`config.mk`:
```
export PLATFORM = sky130hd
export DESIGN_NAME = rtc_clock
export DESIGN_NICKNAME = d
export VERILOG_FILES = /design/src/rtc_pkg.sv /design/src/rtc_clock.sv
export VERILOG_INCLUDE_DIRS = /design/src
export SDC_FILE = /design/constraint.sdc
export NUM_CORES = 1
export LEC_CHECK = 0
export ABC_CLOCK_PERIOD_IN_PS = 4100
export BUFFER_PORTS_ARGS = -buffer_cell sky130_fd_sc_hd__buf_2
export CAP_MARGIN = 10
export CELL_PAD_IN_SITES_DETAIL_PLACEMENT = 0
export CELL_PAD_IN_SITES_GLOBAL_PLACEMENT = 1
export CORE_MARGIN = 2
export CORE_UTILIZATION = 35
export DETAILED_ROUTE_END_ITERATION = 10
export PLACE_DENSITY_LB_ADDON = 0.3
export SLEW_MARGIN = 10
export SYNTH_ARGS = -nofsm -noshare
export SYNTH_HDL_FRONTEND = slang
export SYNTH_SLANG_ARGS = --single-unit
```
`constraint.sdc`:
```
create_clock -name clk -period 4.1 [get_ports clk]
set_input_delay 0 -clock clk [delete_from_list [all_inputs] [get_ports clk]]
set_output_delay 0 -clock clk [all_outputs]
set_load 0.005 [all_outputs]
```
`src/rtc_defs.svh`:
```
// Constants of the calendar clock: timing figures, register offsets, field positions,
// masks and reset values.
// Assumes it is included by its bare name from the package and the clock module.
`ifndef RTC_DEFS_SVH
`define RTC_DEFS_SVH

// -----------------------------------------------------------------------------
// Timing
// -----------------------------------------------------------------------------
`define RTC_CLK_HZ 32'h01312D00
`define RTC_OSC_HZ 32'h00008000
`define RTC_MS_PER_S 32'h000003E8
`define RTC_REC_MIN_MS 32'h00000028
`define RTC_REC_MAX_MS 32'h000000C8
`define RTC_START_DLY_MS 32'h000003E8
`define RTC_SEC_LAST 16'h7FFF
`define RTC_CAL_POS_CYC 16'h0100
`define RTC_CAL_NEG_CYC 16'h0080
`define RTC_CAL_ELIG_MIN 6'h3E

// -----------------------------------------------------------------------------
// Address map
// -----------------------------------------------------------------------------
`define RTC_ADDR_TOP 4'hF
`define RTC_OFS_CTRL 13'h1FF8
`define RTC_OFS_SEC 13'h1FF9
`define RTC_OFS_MIN 13'h1FFA
`define RTC_OFS_HR 13'h1FFB
`define RTC_OFS_DAY 13'h1FFC
`define RTC_OFS_DATE 13'h1FFD
`define RTC_OFS_MON 13'h1FFE
`define RTC_OFS_YR 13'h1FFF

// -----------------------------------------------------------------------------
// Fields, indices, limits and reset values
// -----------------------------------------------------------------------------
`define RTC_BIT_WRITE 7
`define RTC_BIT_READ 6
`define RTC_BIT_SIGN 5
`define RTC_BIT_HALT 7
`define RTC_CAL_MSB 4
`define RTC_PIN_CE 2
`define RTC_PIN_WE 1
`define RTC_PIN_OE 0
`define RTC_NUM_TIME 7
`define RTC_I_SEC 3'h0
`define RTC_I_MIN 3'h1
`define RTC_I_HR 3'h2
`define RTC_I_DAY 3'h3
`define RTC_I_DATE 3'h4
`define RTC_I_MON 3'h5
`define RTC_I_YR 3'h6
`define RTC_MASK_SEC 8'h7F
`define RTC_MASK_HR 8'h3F
`define RTC_MASK_DAY 8'h07
`define RTC_MASK_MON 8'h1F
`define RTC_MASK_ALL 8'hFF
`define RTC_MAX_SEC 8'h59
`define RTC_MAX_HR 8'h23
`define RTC_MAX_DAY 8'h07
`define RTC_MAX_MON 8'h12
`define RTC_MAX_YR 8'h99
`define RTC_DIM_31 8'h31
`define RTC_DIM_30 8'h30
`define RTC_DIM_29 8'h29
`define RTC_DIM_28 8'h28
`define RTC_BCD_NINE 4'h9
`define RTC_RST_ZERO 8'h00
`define RTC_RST_ONE 8'h01
`define RTC_RST_HALT 1'b1

`endif

```
`src/rtc_pkg.sv`:
```
// Types of the calendar clock: the single packed state record of the clock module.
// Assumes rtc_defs.svh is reachable on the include path.
`include "rtc_defs.svh"

package rtc_pkg;

  // ---------------------------------------------------------------------------
  // Whole state of the clock, registered in one process.
  // ---------------------------------------------------------------------------
  typedef struct packed {
    logic [16:0] a_s1;
    logic [16:0] a_s2;
    logic [7:0] d_s1;
    logic [7:0] d_s2;
    logic [7:0] d_d;
    logic [2:0] c_s1;
    logic [2:0] c_s2;
    logic [2:0] c_d;
    logic [23:0] rec_cnt;
    logic rec_done;
    logic [7:0] ctrl;
    logic prev_w;
    logic osc_halt;
    logic [24:0] start_cnt;
    logic [24:0] acc;
    logic [15:0] sub;
    logic [5:0] cyc_min;
    logic [`RTC_NUM_TIME-1:0][7:0] cnt;
    logic [`RTC_NUM_TIME-1:0][7:0] vis;
    logic [7:0] dout;
    logic doe;
  } rtc_state_t;

endpackage : rtc_pkg
```
`src/rtc_clock.sv`:
```
// Calendar clock behind an asynchronous byte-wide memory port, with coherent-read
// freeze, load freeze, oscillator halt and periodic counter correction.
// Assumes clk runs freely at CLK_HZ (20 MHz by default) and the memory pins are asynchronous.
`timescale 1ns/1ns
`include "rtc_defs.svh"

module rtc_clock
  import rtc_pkg::*;
#(
  parameter int unsigned CLK_HZ = `RTC_CLK_HZ,
  parameter int unsigned REC_CYC = `RTC_REC_MIN_MS * (CLK_HZ / `RTC_MS_PER_S),
  parameter int unsigned START_CYC = `RTC_START_DLY_MS * (CLK_HZ / `RTC_MS_PER_S)
) (
  // Clock and reset.
  input wire logic clk,
  input wire logic sys_rst,
  // Asynchronous memory port.
  input wire logic [16:0] mem_addr,
  input wire logic mem_ce_n,
  input wire logic mem_we_n,
  input wire logic mem_oe_n,
  // Data bus, split into input, output and output enable.
  input wire logic [7:0] mem_data_in,
  output logic [7:0] mem_data_out,
  output logic mem_data_oe
);

  // ---------------------------------------------------------------------------
  // Helper functions
  // ---------------------------------------------------------------------------

  // Increment of a two-digit packed decimal value, no wrap.
  function automatic logic [7:0] bcd_inc(input logic [7:0] v);
    if (v[3:0] == `RTC_BCD_NINE) begin
      return {v[7:4] + 4'h1, 4'h0};
    end
    return {v[7:4], v[3:0] + 4'h1};
  endfunction : bcd_inc

  // Last date of a month; a year is leap when its two digits divide by four.
  function automatic logic [7:0] last_date(input logic [7:0] mon, input logic [7:0] yr);
    logic leap;
    leap = yr[4] ? (yr[3:0] == 4'h2 || yr[3:0] == 4'h6)
                 : (yr[3:0] == 4'h0 || yr[3:0] == 4'h4 || yr[3:0] == 4'h8);
    unique case (mon)
      8'h04, 8'h06, 8'h09, 8'h11: return `RTC_DIM_30;
      8'h02: return leap ? `RTC_DIM_29 : `RTC_DIM_28;
      default: return `RTC_DIM_31;
    endcase
  endfunction : last_date

  // Bits a time register can hold; reserved bits always read as zero.
  function automatic logic [7:0] reg_mask(input logic [2:0] idx);
    unique case (idx)
      `RTC_I_SEC, `RTC_I_MIN: return `RTC_MASK_SEC;
      `RTC_I_HR, `RTC_I_DATE: return `RTC_MASK_HR;
      `RTC_I_DAY: return `RTC_MASK_DAY;
      `RTC_I_MON: return `RTC_MASK_MON;
      default: return `RTC_MASK_ALL;
    endcase
  endfunction : reg_mask

  // ---------------------------------------------------------------------------
  // State and decoded terms
  // ---------------------------------------------------------------------------
  rtc_state_t s;
  rtc_state_t next_s;
  logic hit;
  logic is_ctrl;
  logic is_sec;
  logic [2:0] vidx;
  logic wr_evt;
  logic freeze;
  logic load;
  logic osc_run;
  logic [25:0] acc_sum;
  logic tick;
  logic adj;
  logic [15:0] lim;
  logic sec_end;

  // Address decode on the synchronised pins; only the top eight bytes are ours.
  assign hit = (s.a_s2[16:13] == `RTC_ADDR_TOP) && ({s.a_s2[12:3], 3'h0} == `RTC_OFS_CTRL);
  assign is_ctrl = (s.a_s2[12:0] == `RTC_OFS_CTRL);
  assign is_sec = (s.a_s2[12:0] == `RTC_OFS_SEC);
  assign vidx = 3'(s.a_s2[12:0] - `RTC_OFS_SEC);

  // A write lands on the rising edge of write enable while chip enable was low.
  assign wr_evt = s.rec_done && hit && !s.c_d[`RTC_PIN_WE] && s.c_s2[`RTC_PIN_WE]
                  && !s.c_d[`RTC_PIN_CE];

  // Either freeze bit suspends refreshing; the commit runs one cycle after release.
  assign freeze = s.ctrl[`RTC_BIT_WRITE] || s.ctrl[`RTC_BIT_READ];
  assign load = s.prev_w && !s.ctrl[`RTC_BIT_WRITE];

  // The 32768 Hz time base is a fractional accumulator on the system clock.
  // The accumulator is 25 bits wide, so CLK_HZ must stay below about 33 MHz.
  assign osc_run = !s.osc_halt && (s.start_cnt == '0);
  assign acc_sum = {1'b0, s.acc} + 26'(`RTC_OSC_HZ);
  assign tick = osc_run && (acc_sum >= 26'(CLK_HZ));

  // The first second of each early minute in the 64-minute cycle is adjusted.
  assign adj = (s.cnt[`RTC_I_SEC] == `RTC_RST_ZERO) && (s.cyc_min < `RTC_CAL_ELIG_MIN)
               && (s.cyc_min < {s.ctrl[`RTC_CAL_MSB:0], 1'b0});
  assign lim = !adj ? `RTC_SEC_LAST
             : s.ctrl[`RTC_BIT_SIGN] ? (`RTC_SEC_LAST - `RTC_CAL_POS_CYC)
             : (`RTC_SEC_LAST + `RTC_CAL_NEG_CYC);
  assign sec_end = tick && (s.sub == lim);

  // ---------------------------------------------------------------------------
  // Next-state logic
  // ---------------------------------------------------------------------------

  // Every register of the block is computed here and stored by one flop process.
  always_comb begin
    next_s = s;
    // Two flops on each pin; the edge detect looks only at the second and later.
    next_s.a_s1 = mem_addr;
    next_s.a_s2 = s.a_s1;
    next_s.d_s1 = mem_data_in;
    next_s.d_s2 = s.d_s1;
    next_s.d_d = s.d_s2;
    next_s.c_s1 = {mem_ce_n, mem_we_n, mem_oe_n};
    next_s.c_s2 = s.c_s1;
    next_s.c_d = s.c_s2;

    // The bus stays deaf after power-up; the minimum keeps margin below the maximum.
    if (!s.rec_done) begin
      if (s.rec_cnt == 24'(REC_CYC - 1)) begin
        next_s.rec_done = 1'b1;
      end else begin
        next_s.rec_cnt = s.rec_cnt + 24'h1;
      end
    end

    // Oscillator start delay runs out before the time base moves again.
    if (s.start_cnt != '0) begin
      next_s.start_cnt = s.start_cnt - 25'h1;
    end

    // Time base accumulator.
    if (osc_run) begin
      next_s.acc = tick ? 25'(acc_sum - 26'(CLK_HZ)) : acc_sum[24:0];
    end

    // Counters: the commit wins over any advance in the same cycle.
    next_s.prev_w = s.ctrl[`RTC_BIT_WRITE];
    if (load) begin
      next_s.cnt = s.vis;
      next_s.sub = '0;
    end else if (tick) begin
      if (sec_end) begin
        next_s.sub = '0;
        next_s.cnt[`RTC_I_SEC] = bcd_inc(s.cnt[`RTC_I_SEC]);
        if (s.cnt[`RTC_I_SEC] == `RTC_MAX_SEC) begin
          next_s.cnt[`RTC_I_SEC] = `RTC_RST_ZERO;
          next_s.cnt[`RTC_I_MIN] = bcd_inc(s.cnt[`RTC_I_MIN]);
          next_s.cyc_min = s.cyc_min + 6'h01;
          if (s.cnt[`RTC_I_MIN] == `RTC_MAX_SEC) begin
            next_s.cnt[`RTC_I_MIN] = `RTC_RST_ZERO;
            next_s.cnt[`RTC_I_HR] = bcd_inc(s.cnt[`RTC_I_HR]);
            if (s.cnt[`RTC_I_HR] == `RTC_MAX_HR) begin
              next_s.cnt[`RTC_I_HR] = `RTC_RST_ZERO;
              next_s.cnt[`RTC_I_DAY] = bcd_inc(s.cnt[`RTC_I_DAY]);
              next_s.cnt[`RTC_I_DATE] = bcd_inc(s.cnt[`RTC_I_DATE]);
              if (s.cnt[`RTC_I_DAY] == `RTC_MAX_DAY) begin
                next_s.cnt[`RTC_I_DAY] = `RTC_RST_ONE;
              end
              if (s.cnt[`RTC_I_DATE] == last_date(s.cnt[`RTC_I_MON], s.cnt[`RTC_I_YR])) begin
                next_s.cnt[`RTC_I_DATE] = `RTC_RST_ONE;
                next_s.cnt[`RTC_I_MON] = bcd_inc(s.cnt[`RTC_I_MON]);
                if (s.cnt[`RTC_I_MON] == `RTC_MAX_MON) begin
                  next_s.cnt[`RTC_I_MON] = `RTC_RST_ONE;
                  next_s.cnt[`RTC_I_YR] = bcd_inc(s.cnt[`RTC_I_YR]);
                  if (s.cnt[`RTC_I_YR] == `RTC_MAX_YR) begin
                    next_s.cnt[`RTC_I_YR] = `RTC_RST_ZERO;
                  end
                end
              end
            end
          end
        end
      end else begin
        next_s.sub = s.sub + 16'h0001;
      end
    end

    // Whole-copy refresh in one cycle; a freeze held in ctrl now blocks it in this same cycle.
    if (!freeze && !load) begin
      next_s.vis = s.cnt;
    end

    // Host writes; time registers take data only while a freeze holds them.
    if (wr_evt) begin
      if (is_ctrl) begin
        next_s.ctrl = s.d_d;
      end else begin
        if (is_sec) begin
          next_s.osc_halt = s.d_d[`RTC_BIT_HALT];
          if (s.osc_halt && !s.d_d[`RTC_BIT_HALT]) begin
            next_s.start_cnt = 25'(START_CYC);
          end else if (s.d_d[`RTC_BIT_HALT]) begin
            next_s.start_cnt = '0;
          end
        end
        if (freeze) begin
          next_s.vis[vidx] = s.d_d & reg_mask(vidx);
        end
      end
    end

    // Read path: driven only while chip and output enable are low and write is high.
    next_s.doe = s.rec_done && hit && !s.c_s2[`RTC_PIN_CE] && !s.c_s2[`RTC_PIN_OE]
                 && s.c_s2[`RTC_PIN_WE];
    if (is_ctrl) begin
      next_s.dout = s.ctrl;
    end else if (is_sec) begin
      next_s.dout = {s.osc_halt, s.vis[`RTC_I_SEC][6:0]};
    end else begin
      next_s.dout = s.vis[vidx];
    end
  end

  // ---------------------------------------------------------------------------
  // State register
  // ---------------------------------------------------------------------------

  // Synchronous reset; the oscillator comes up halted so time is never trusted blind.
  always_ff @(posedge clk) begin
    if (sys_rst) begin
      s <= '0;
      s.osc_halt <= `RTC_RST_HALT;
      // Pin history starts at the idle level, so no false write edge follows reset.
      s.c_s1 <= '1;
      s.c_s2 <= '1;
      s.c_d <= '1;
      s.cnt[`RTC_I_DAY] <= `RTC_RST_ONE;
      s.cnt[`RTC_I_DATE] <= `RTC_RST_ONE;
      s.cnt[`RTC_I_MON] <= `RTC_RST_ONE;
      s.vis[`RTC_I_DAY] <= `RTC_RST_ONE;
      s.vis[`RTC_I_DATE] <= `RTC_RST_ONE;
      s.vis[`RTC_I_MON] <= `RTC_RST_ONE;
    end else begin
      s <= next_s;
    end
  end

  // Outputs come straight from the state flops.
  assign mem_data_out = s.dout;
  assign mem_data_oe = s.doe;

  // ---------------------------------------------------------------------------
  // Checks
  // ---------------------------------------------------------------------------

  // A held read freeze keeps the visible registers still except for host writes.
  chk_read_freeze_hold: assert property (
    @(posedge clk) disable iff (sys_rst)
    (s.ctrl[`RTC_BIT_READ] && !wr_evt) |=> $stable(s.vis))
    else $error("visible time changed during read freeze");

  // A held write freeze changes visible registers only by host writes.
  chk_write_freeze_hold: assert property (
    @(posedge clk) disable iff (sys_rst)
    (s.ctrl[`RTC_BIT_WRITE] && !wr_evt) |=> $stable(s.vis))
    else $error("visible time changed during write freeze");

  // Unfrozen, every visible register copies the counters in the same cycle.
  chk_refresh_whole: assert property (
    @(posedge clk) disable iff (sys_rst)
    (!freeze && !load) |=> (s.vis == $past(s.cnt)))
    else $error("visible registers not refreshed together");

  // Releasing the read freeze refreshes on the next edge.
  chk_resume_refresh: assert property (
    @(posedge clk) disable iff (sys_rst)
    ($fell(s.ctrl[`RTC_BIT_READ]) && !s.ctrl[`RTC_BIT_WRITE] && !load)
      |=> (s.vis == $past(s.cnt)))
    else $error("refresh did not resume after read freeze");

  // The commit copies the loaded values and restarts the second.
  chk_write_commit: assert property (
    @(posedge clk) disable iff (sys_rst)
    load |=> (s.cnt == $past(s.vis)) && (s.sub == '0))
    else $error("write freeze release did not commit");

  // A halted oscillator moves neither the second divider nor the time base.
  chk_halt_stops: assert property (
    @(posedge clk) disable iff (sys_rst)
    (s.osc_halt && !load) [*2] |-> $stable(s.sub) && $stable(s.acc))
    else $error("time moved while halted");

  // Clearing the halt arms the full start delay before any tick.
  chk_start_delay: assert property (
    @(posedge clk) disable iff (sys_rst)
    $fell(s.osc_halt) |-> (s.start_cnt == 25'(START_CYC)) && !tick)
    else $error("oscillator restarted without delay");

  // Adjusted seconds fall only in the eligible early minutes.
  chk_cal_window: assert property (
    @(posedge clk) disable iff (sys_rst)
    (sec_end && lim != `RTC_SEC_LAST)
      |-> (s.cyc_min < `RTC_CAL_ELIG_MIN) && (s.cyc_min < {s.ctrl[`RTC_CAL_MSB:0], 1'b0}))
    else $error("correction outside its minutes");

  // An adjusted second ends exactly 256 cycles early or 128 cycles late.
  chk_cal_length: assert property (
    @(posedge clk) disable iff (sys_rst)
    (sec_end && adj) |-> (s.sub == (s.ctrl[`RTC_BIT_SIGN] ?
      `RTC_SEC_LAST - `RTC_CAL_POS_CYC : `RTC_SEC_LAST + `RTC_CAL_NEG_CYC)))
    else $error("adjusted second has wrong length");

  // During input recovery the data bus is never driven.
  chk_bus_ignored: assert property (
    @(posedge clk) disable iff (sys_rst)
    !s.rec_done |=> !s.doe && !$changed(s.ctrl))
    else $error("bus answered during input recovery");

  // A second advance from a valid hour keeps the hour a valid decimal value.
  chk_bcd_range: assert property (
    @(posedge clk) disable iff (sys_rst)
    (sec_end && !load && (s.cnt[`RTC_I_HR] <= `RTC_MAX_HR)
      && (s.cnt[`RTC_I_HR][3:0] <= `RTC_BCD_NINE))
      |=> (s.cnt[`RTC_I_HR] <= `RTC_MAX_HR) && (s.cnt[`RTC_I_HR][3:0] <= `RTC_BCD_NINE))
    else $error("hours counter left decimal range");

endmodule : rtc_clock

```
Yosys cells after proc, flatten, opt, wreduce, memory -nomap -nowiden
Index checks and enable logic that the tools add are counted.
- register bits: 295
- logic and storage cells: 281
- add/subtract/negate cells: 21
- order comparisons: 5
- equality and inequality tests: 34
- muxes and demuxes: 106
- bitwise operators: 5
- reductions and logical operators: 70
- operators by type and width (operator ; number):
    two-way mux 56 bit ; 8
    two-way mux 8 bit ; 29
    two-way mux 25 bit ; 7
    two-way mux 16 bit ; 4
    adder 4 x 1 -> 4 bit, second input constant ; 14
    bitwise mux 56 bit ; 1
    two-way mux 1 bit ; 50
    two-way mux 48 bit ; 1
    two-way mux 40 bit ; 1
    equality test 4 bit, second input constant ; 9
    case mux 8 bit (4 select lines) ; 1
    adder 25 x 16 -> 26 bit, second input constant ; 1
    equality test 13 bit, second input constant ; 2
    >= comparator 26 x 25 -> 1 bit, second input constant ; 1
    zero test 25 bit ; 1
    nonzero test 25 bit ; 1
    subtractor 25 x 1 -> 25 bit, second input constant ; 1
    subtractor 25 bit, second input constant ; 1
    adder 24 x 1 -> 24 bit, second input constant ; 1
    binary-select mux 8 bit (select 3 bit) ; 1
    demux 8 bit (select 3 bit) ; 1
    equality test 24 x 20 -> 1 bit, second input constant ; 1
    equality test 8 x 3 -> 1 bit, second input constant ; 3
    two-way mux 24 bit ; 1
    other kinds (41) ; 100

Longest topological paths before layout
Gate-level depths: netlist (run 1).
- depth after elaboration: 30
- depth in mapped cells: 12

Least setup slack after synthesis (run 1)
Ideal clock, no wire load.
- path kind: register to register
- start point: register s[168] in the netlist's numbering
- end point: register s[83] in the netlist's numbering
- library setup time: 117 ps
- data arrival time: 3019 ps
- slack: 964 ps
- cell stages (with the launch flop): 13
- clock period less this slack: 3136 ps
- cells stage by stage: dfxtp_1 -> inv_1 -> ha_1 -> or3b_1 -> or3_1 -> clkbuf_1 -> nor4_4 -> nand2_4 -> a21o_1 -> buf_2 -> o31ai_4 -> o21ai_1 -> a32o_1
- cells in the longest elaborated chain, start to end: 6
- elaborated cells on any way between the ends: 7
- classes of those cells: reduce/logical: 7
- ends and longest elaborated chain (what ; RTL line ; text):
    start: declaration ; rtc_clock.sv:66 ; rtc_state_t s;
    start signal: assignment ; rtc_clock.sv:244 ; s <= next_s;
    zero test 25 bit * ; rtc_clock.sv:98 ; assign osc_run = !s.osc_halt && (s.start_cnt == '0);
    logical AND 1 bit * ; rtc_clock.sv:98 ;
    logical AND 1 bit * ; rtc_clock.sv:100 ; assign tick = osc_run && (acc_sum >= 26'(CLK_HZ));
    logical AND 1 bit ; rtc_clock.sv:108 ; assign sec_end = tick && (s.sub == lim);
    nonzero test 2 bit (no source line) ; - ;
    AND reduction 4 bit (no source line) * ; - ;
Every way passes the cells marked *; elsewhere a longest branch is shown, timed or not.
A chain may end at the register's enable or synchronous reset.

Worst setup path after layout (run 1)
- start point: register s[70] in the netlist's numbering
- end point: register s[117] in the netlist's numbering
- cells in the longest elaborated chain, start to end: 8
- elaborated cells on any way between the ends: 10
- classes of those cells: eq/ne: 2; mux: 1; reduce/logical: 7
- ends and longest elaborated chain (what ; RTL line ; text):
    zero test 8 bit (no source line) ; - ;
    logical AND 1 bit (2 in series) ; rtc_clock.sv:103 ; assign adj = (s.cnt[`RTC_I_SEC] == `RTC_RST_ZERO) && (s.cyc_min < `RTC_CAL_ELIG_MIN)
    two-way mux 16 bit ; rtc_clock.sv:105 ; assign lim = !adj ? `RTC_SEC_LAST
    equality test 16 bit ; rtc_clock.sv:108 ;
    logical AND 1 bit ; rtc_clock.sv:108 ;
    nonzero test 2 bit (no source line) ; - ;
    AND reduction 8 bit (no source line) * ; - ;
Marked as above.

==> results.sh, run 1 <==
export IMPL_status="finished clean"
export IMPL_pwr_share_clk=0.508
export IMPL_core_area_mm2=0.0408
export IMPL_switchingPower_mw=1.32
export IMPL_start_util=0.355
export IMPL_cp_end_kind="flop"
export IMPL_synthesis_nets=1776
export IMPL_grt_usage=0.186
export IMPL_vias=12414
export IMPL_syn2layout_area_growth_pct=16.0
export IMPL_maxCapViolations=0
export IMPL_drive_gt1_frac=0.0968
export IMPL_netlist_top_cells_area="dfxtp_1 40%, a211oi_1 5.6%, nor2b_1 4.8%"
export IMPL_yosysWarningCount=0
export IMPL_min_period_over_period=0.877
export IMPL_r2r_cells=10
export IMPL_ys_flop_type="dfxtp_1"
export IMPL_worst_ep_required_time_ps=4600
export IMPL_maxSlewHeadroom=0.321
export IMPL_tightest_slew_ps=1010
export IMPL_synth_seq_cells=286
export IMPL_routedWlPerCell_um=17.8
export IMPL_cp_start_kind="flop"
export IMPL_portBuffers=38
export IMPL_clk_latency_ps=570
export IMPL_synth_edff_count=0
export IMPL_rows=74
export IMPL_grt_pass1_wl_mm=65.4
export IMPL_worstHoldPathCells=3
export IMPL_whs_ps=160
export IMPL_grt_overflow=0
export IMPL_yosysSeqAreaShare=0.395
export IMPL_dpl_hpwl_mm=27.6
export IMPL_p_leak_nw=6.08
export IMPL_drcViolationCount=0
export IMPL_antenna_found_initial=1
export IMPL_fin_nets=1818
export IMPL_combPwrFrac=0.035
export IMPL_wl_mm=40.9
export IMPL_numCtsBuffers=31
export IMPL_die_height_um=207
export IMPL_drtIter0Drc=865
export IMPL_p_int_mw=4.87
export IMPL_dr_pass1_iters=5
export IMPL_diodes=0
export IMPL_max_freq_mhz=278
export IMPL_cts_max_level=1
export IMPL_postSynthAreaPerCell_um2=8.51
export IMPL_p_per_area_mw_per_mm2=368
export IMPL_clock_path_buffers=3
export IMPL_synth_cells=1702
export IMPL_grt_pass1_vias=11555
export IMPL_ant_nets=0
export IMPL_io_pins=39
export IMPL_arrival_ps=4100
export IMPL_cts_sinks=286
export IMPL_final_hold_violation_count=0
export IMPL_clockRootBuffer="clkbuf_16"
export IMPL_yosysTopAreaCell="dfxtp_1"
export IMPL_synth_common_cells="286 x dfxtp_1, 184 x nor2_1, 123 x nand2_1"
export IMPL_cts_tree="yes"
export IMPL_synth_top_cell_area_share=0.395
export IMPL_yosysUniqueCellTypes=84
export IMPL_async_flop_share=0
export IMPL_grt_setup_unrepaired="false"
export IMPL_pwr_share_seq=0.457
export IMPL_tns_ps=0
export IMPL_viasPerCell=5.40
export IMPL_finalSetupViolations=0
export IMPL_hold_path_class="primary input to flop"
export IMPL_gp_congestion=0.835
export IMPL_grt_start_max_net_pins=172
export IMPL_die_w_um=207
export IMPL_drv_slew=0
export IMPL_finClkSkew_ps=23.5
export IMPL_syn_area_mm2=0.0145
export IMPL_p_sw_frac=0.213
export IMPL_cts_setup_buffers=0
export IMPL_die_area_mm2=0.0430
export IMPL_critical_path_class="flop to flop"
export IMPL_ir_drop_mv=0.300
export IMPL_crit_fanout=4
export IMPL_path_clk_slew_ps=70
export IMPL_synth_most_common_cell="dfxtp_1"
export IMPL_finalCriticalPeriod_ps=3600
[state kept, by name, summed over array words and instances (netlist names)]
register	flops
next_s	40
s	237
mem_data_out	8
mem_data_oe	1
[timing repair]
action / 4_1_cts / 5_1_grt
endpoints found under the setup margin: 0 / 0
resized for setup: 0 / 0
hold buffers: 43 / 0
hold endpoints to repair: 72 / 0
[metrics by stage]
step           utilization  total power, mW  cell area (µm²)  setup WS, ps  instances
4_1_cts              0.412             6.26            16800           540       2298
5_1_grt              0.412             6.40            16800          85.6       2298
2_1_floorplan            -             3.01            14500           964       1702
3_5_place_dp         0.373             3.07            15200           563       2200
3_3_place_gp         0.373             3.07            15200           668       2200
6_report             0.412             6.19            16800           502       2298
[cell type report]
type | instances | area, µm²
flip-flops and latches | 286 | 5730
inverters | 48 | 180
clock inverters | 16 | 292
well taps | 532 | 666
repair buffers | 118 | 942
fillers | 4023 | 24000
clock buffers | 39 | 856
multi-input cells | 1259 | 8150
[cell families (layout without fill, tap and decap cells)]
group | after synthesis | in the layout | synth area share
AND/OR/NAND/NOR | 707 | 707 | 0.253
AO/OA/AOI/OAI | 368 | 368 | 0.174
flip-flops | 286 | 286 | 0.395
buffers and inverters | 157 | 221 | 0.0432
XOR/XNOR | 83 | 83 | 0.0502
multiplexers | 57 | 57 | 0.0471
adder cells (fa/ha/maj) | 44 | 44 | 0.0380
[path summary, 6_finish.rpt]
path | startpoint | to | slack, ps
worst min register to register | next_s[228]$_SDFF_PP1_ | mem_data_oe$_SDFF_PP0_ | 400
worst min-delay path | mem_oe_n | next_s[231]$_SDFF_PP1_ | 160
worst max register to register | s[70]$_SDFFE_PP0P_ | s[117]$_SDFFE_PP0P_ | 500
worst max-delay path | s[70]$_SDFFE_PP0P_ | s[117]$_SDFFE_PP0P_ | 500
[cells in the final DEF, fill, tap and decap left out, types with 17 or more instances in the layout]
master,n
ha_1,44
dfxtp_1,286
nand3_1,55
mux2i_1,39
nor2b_1,110
nor4_1,20
nand2_1,123
or3_1,29
nor2_1,184
clkbuf_16,31
dlygate4sd3_1,43
a221oi_1,19
inv_1,47
o21ai_0,60
nor3_1,49
nand2b_1,18
buf_2,37
buf_4,34
xor2_1,41
nand4_1,25
xnor2_1,42
a31oi_1,17
a21oi_1,75
a211oi_1,109
[critical path: stages, from the launching register on]
cell and delay, ps:
dfxtp_1 340, inv_1 110, ha_1 140, or4b_1 430, a2111oi_0 580, o221ai_1 370, o22ai_1 310, o2111ai_1 350
o31a_1 440, or3_1 320, a21oi_1 140
[per-layer routing]
layer  part of all wire  track usage  wire length [µm]  vias to the layer above
met5            0.00022            0                 9                        -
met4              0.016       0.0397               647                        2
met3              0.055       0.0274              2240                       49
met2               0.44        0.286             18100                      293
met1               0.49        0.274             19900                     5885
li1                   -            -                 -                     6185
[power groups by stage]
stage	registers [mW]	clock network (mW)	logic, mW
floorplan	2.88	0	0.127
global placement	2.89	0	0.180
detailed placement	2.89	0	0.181
CTS	2.83	3.21	0.212
global route	2.83	3.33	0.235
finish	2.83	3.14	0.214
(Power assumes the default switching activity.)
==> run 2: changes to the inputs <==
Settings changed: ABC_AREA set to 1.
==> results.sh, run 2 <==
export IMPL_largest_reg_flops=237
export IMPL_finalNonFillerCells=2995
export IMPL_final_hold_violation_count=0
export IMPL_dpl_hpwl_mm=33.1
export IMPL_maxCapViolations=0
export IMPL_ys_flop_type="dfxtp_1"
export IMPL_vias=14974
export IMPL_slowest_stage="nor2_1"
export IMPL_gr_usage_met1=0.269
export IMPL_hold_path_class="primary input to flop"
export IMPL_die_height_um=216
export IMPL_die_w_um=216
export IMPL_use_met2=0.323
export IMPL_dr_pass1_iters=5
export IMPL_grt_overflow=0
export IMPL_ant_nets=0
export IMPL_synth_edff_count=0
export IMPL_clockRootBuffer="clkbuf_16"
export IMPL_async_flop_share=0
export IMPL_post_cts_resized=0
export IMPL_max_freq_mhz=283
export IMPL_dp_cells=2904
export IMPL_grt_pass1_vias=14199
export IMPL_yosysTopAreaCell="dfxtp_1"
export IMPL_max_stage_delay_ps=520
export IMPL_wl_mm=46.4
export IMPL_rows=77
export IMPL_synth_common_cells="464 x nand2_1, 333 x nor2_1, 322 x inv_1"
export IMPL_cp_end_kind="flop"
export IMPL_routedWlPerCell_um=15.5
export IMPL_netlist_top_cells_area="dfxtp_1 37%, nand2_1 11%, nor2_1 8.0%"
export IMPL_yosysWarningCount=0
export IMPL_cts_tree="yes"
export IMPL_mostFrequentLayoutCell="nand2_1"
export IMPL_syn_area_mm2=0.0157
export IMPL_grt_start_max_net_pins=77
export IMPL_ir_drop_mv=0.260
export IMPL_drtIter0Drc=1020
export IMPL_maxSlewHeadroom=0.300
export IMPL_crit_start="s[199]$_SDFFE_PP0P_"
export IMPL_grt_pass1_wl_mm=75.3
export IMPL_worst_ep_required_time_ps=4500
export IMPL_synth_seq_cells=286
export IMPL_fin_nets=2451
export IMPL_synth_top_cell_area_share=0.365
export IMPL_yosysUniqueCellTypes=49
export IMPL_syn2layout_area_growth_pct=14.3
export IMPL_numCtsBuffers=35
export IMPL_gp_congestion=0.887
export IMPL_reg2reg_from="s[199]$_SDFFE_PP0P_"
export IMPL_synth_most_common_cell="nand2_1"
export IMPL_crit_family="simple AND/OR/NAND/NOR gates"
export IMPL_power_mw=7.47
export IMPL_drive_gt1_frac=0.0728
export IMPL_drcViolationCount=0
export IMPL_critical_path_class="flop to flop"
export IMPL_arrival_ps=3930
export IMPL_portBuffers=38
export IMPL_synthesis_nets=2419
export IMPL_p_leak_nw=7.29
export IMPL_io_pins=39
export IMPL_cts_sinks=286
export IMPL_finalCriticalPeriod_ps=3530
export IMPL_finClkSkew_ps=20.7
export IMPL_tns_ps=0
export IMPL_final_cell_mix="463 x nand2_1, 333 x nor2_1, 321 x inv_1, 286 x dfxtp_1, 157 x o21ai_0"
export IMPL_cts_max_level=2
export IMPL_path_clk_slew_ps=60
export IMPL_status="finished clean"
export IMPL_postSynthAreaPerCell_um2=6.68
export IMPL_synth_cells=2345
export IMPL_cp_start_kind="flop"
export IMPL_drv_slew=0
export IMPL_finalSetupViolations=0
export IMPL_min_period_over_period=0.861
export IMPL_top_usage_layer="met2"
export IMPL_clk_latency_ps=560
export IMPL_core_area_mm2=0.0442
export IMPL_start_util=0.354
export IMPL_die_area_mm2=0.0465
export IMPL_path_cells="inv_1, ha_1, nand2_1, o21bai_1, nand3_1, nor2_1, nand2_2, nand2_1, inv_1, nor2_1, nand3_4, nand2_4, nand3_1, nand2_1, nand3_1"
export IMPL_fillers=4634
export IMPL_p_per_area_mw_per_mm2=417
export IMPL_clock_path_buffers=3
export IMPL_antenna_found_initial=0
export IMPL_yosysSeqAreaShare=0.365
export IMPL_grt_usage=0.199
export IMPL_worst_path_buf_inv=2
export IMPL_min_delay_start="sys_rst"
export IMPL_crit_fanout=48
export IMPL_tightest_slew_ps=1040
export IMPL_viasPerCell=5.00
export IMPL_top_register="s"
export IMPL_diodes=0
export IMPL_grt_met3_usage=0.0307
export IMPL_grt_setup_unrepaired="false"
## run 2: changes by cell type after synthesis, moves of 38 or more
cell and delta:
nand3_1 +100, o21ai_0 +97, clkbuf_1 -38, a211oi_1 -99
a21oi_1 +53, inv_1 +275, nand4_1 +42, nor2_1 +149
nor2b_1 -111, nand2_1 +341
## run 2: repair_timing
action                                 CTS  global route
hold buffers                            28             0
endpoints found under the hold margin   28             0
setup buffers                            0             0
## run 2: logic make-up after synthesis
group / synth area share
AND/OR/NAND/NOR: 0.320
buffers and inverters: 0.109
AO/OA/AOI/OAI: 0.131
flip-flops: 0.365
XOR/XNOR: 0.0352
adder cells (fa/ha/maj): 0.0351
multiplexers: 0.00447
## run 2: layer usage
layer  vias up  routed length [µm]
met2       355               20800
met1      6880               21900
met3        89                2250
li1       7650                   -
met5         -                   0
met4         0                1350
## run 2: power by group
part	switching [mW]	total, mW	internal (mW)
logic	0.616	0.988	0.372
registers	0.0982	3.02	2.92
clock network	1.28	3.47	2.19
## run 2: cell type report
| class | count | area, µm² | area share |
|---|---|---|---|
| Tap cell | 592 | 741 | 0.0414 |
| Multi-Input combinational cell | 1631 | 8240 | 0.460 |
| Sequential cell | 286 | 5730 | 0.320 |
| Timing Repair Buffer | 85 | 628 | 0.0351 |
| Inverter | 338 | 1270 | 0.0709 |
| Clock buffer | 47 | 1050 | 0.0588 |
| Clock inverter | 16 | 254 | 0.0142 |
## run 2: stage by stage
stage | instance area [µm²] | hold WS [ps] | setup WS (ps) | utilization
CTS | 17900 | 3.08 | 588 | 0.405
floorplan | 15700 | 104 | 1490 | -
detailed placement | 16300 | 187 | 628 | 0.369
global route | 17900 | 37.8 | 92.7 | 0.405
global placement | 16300 | 182 | 668 | 0.369
finish | 17900 | 3.45 | 571 | 0.405
## run 2: worst paths after layout
kind                            cells after the start  slack, ps                      to
worst max-delay path                               15        570      s[89]$_SDFFE_PP1P_
worst min-delay path                                2          3       s[273]$_SDFF_PP0_
worst max register to register                     15        570      s[89]$_SDFFE_PP1P_
worst min register to register                      1        380  mem_data_oe$_SDFF_PP0_
## run 2: worst register-to-register path, cell delays in order (launching register included)
cell and delay, ps:
dfxtp_1 360, inv_1 50, ha_1 290, nand2_1 90, o21bai_1 110, nand3_1 110
nor2_1 520, nand2_2 250, nand2_1 130, inv_1 50, nor2_1 180, nand3_4 110
nand2_4 490, nand3_1 430, nand2_1 140, nand3_1 80
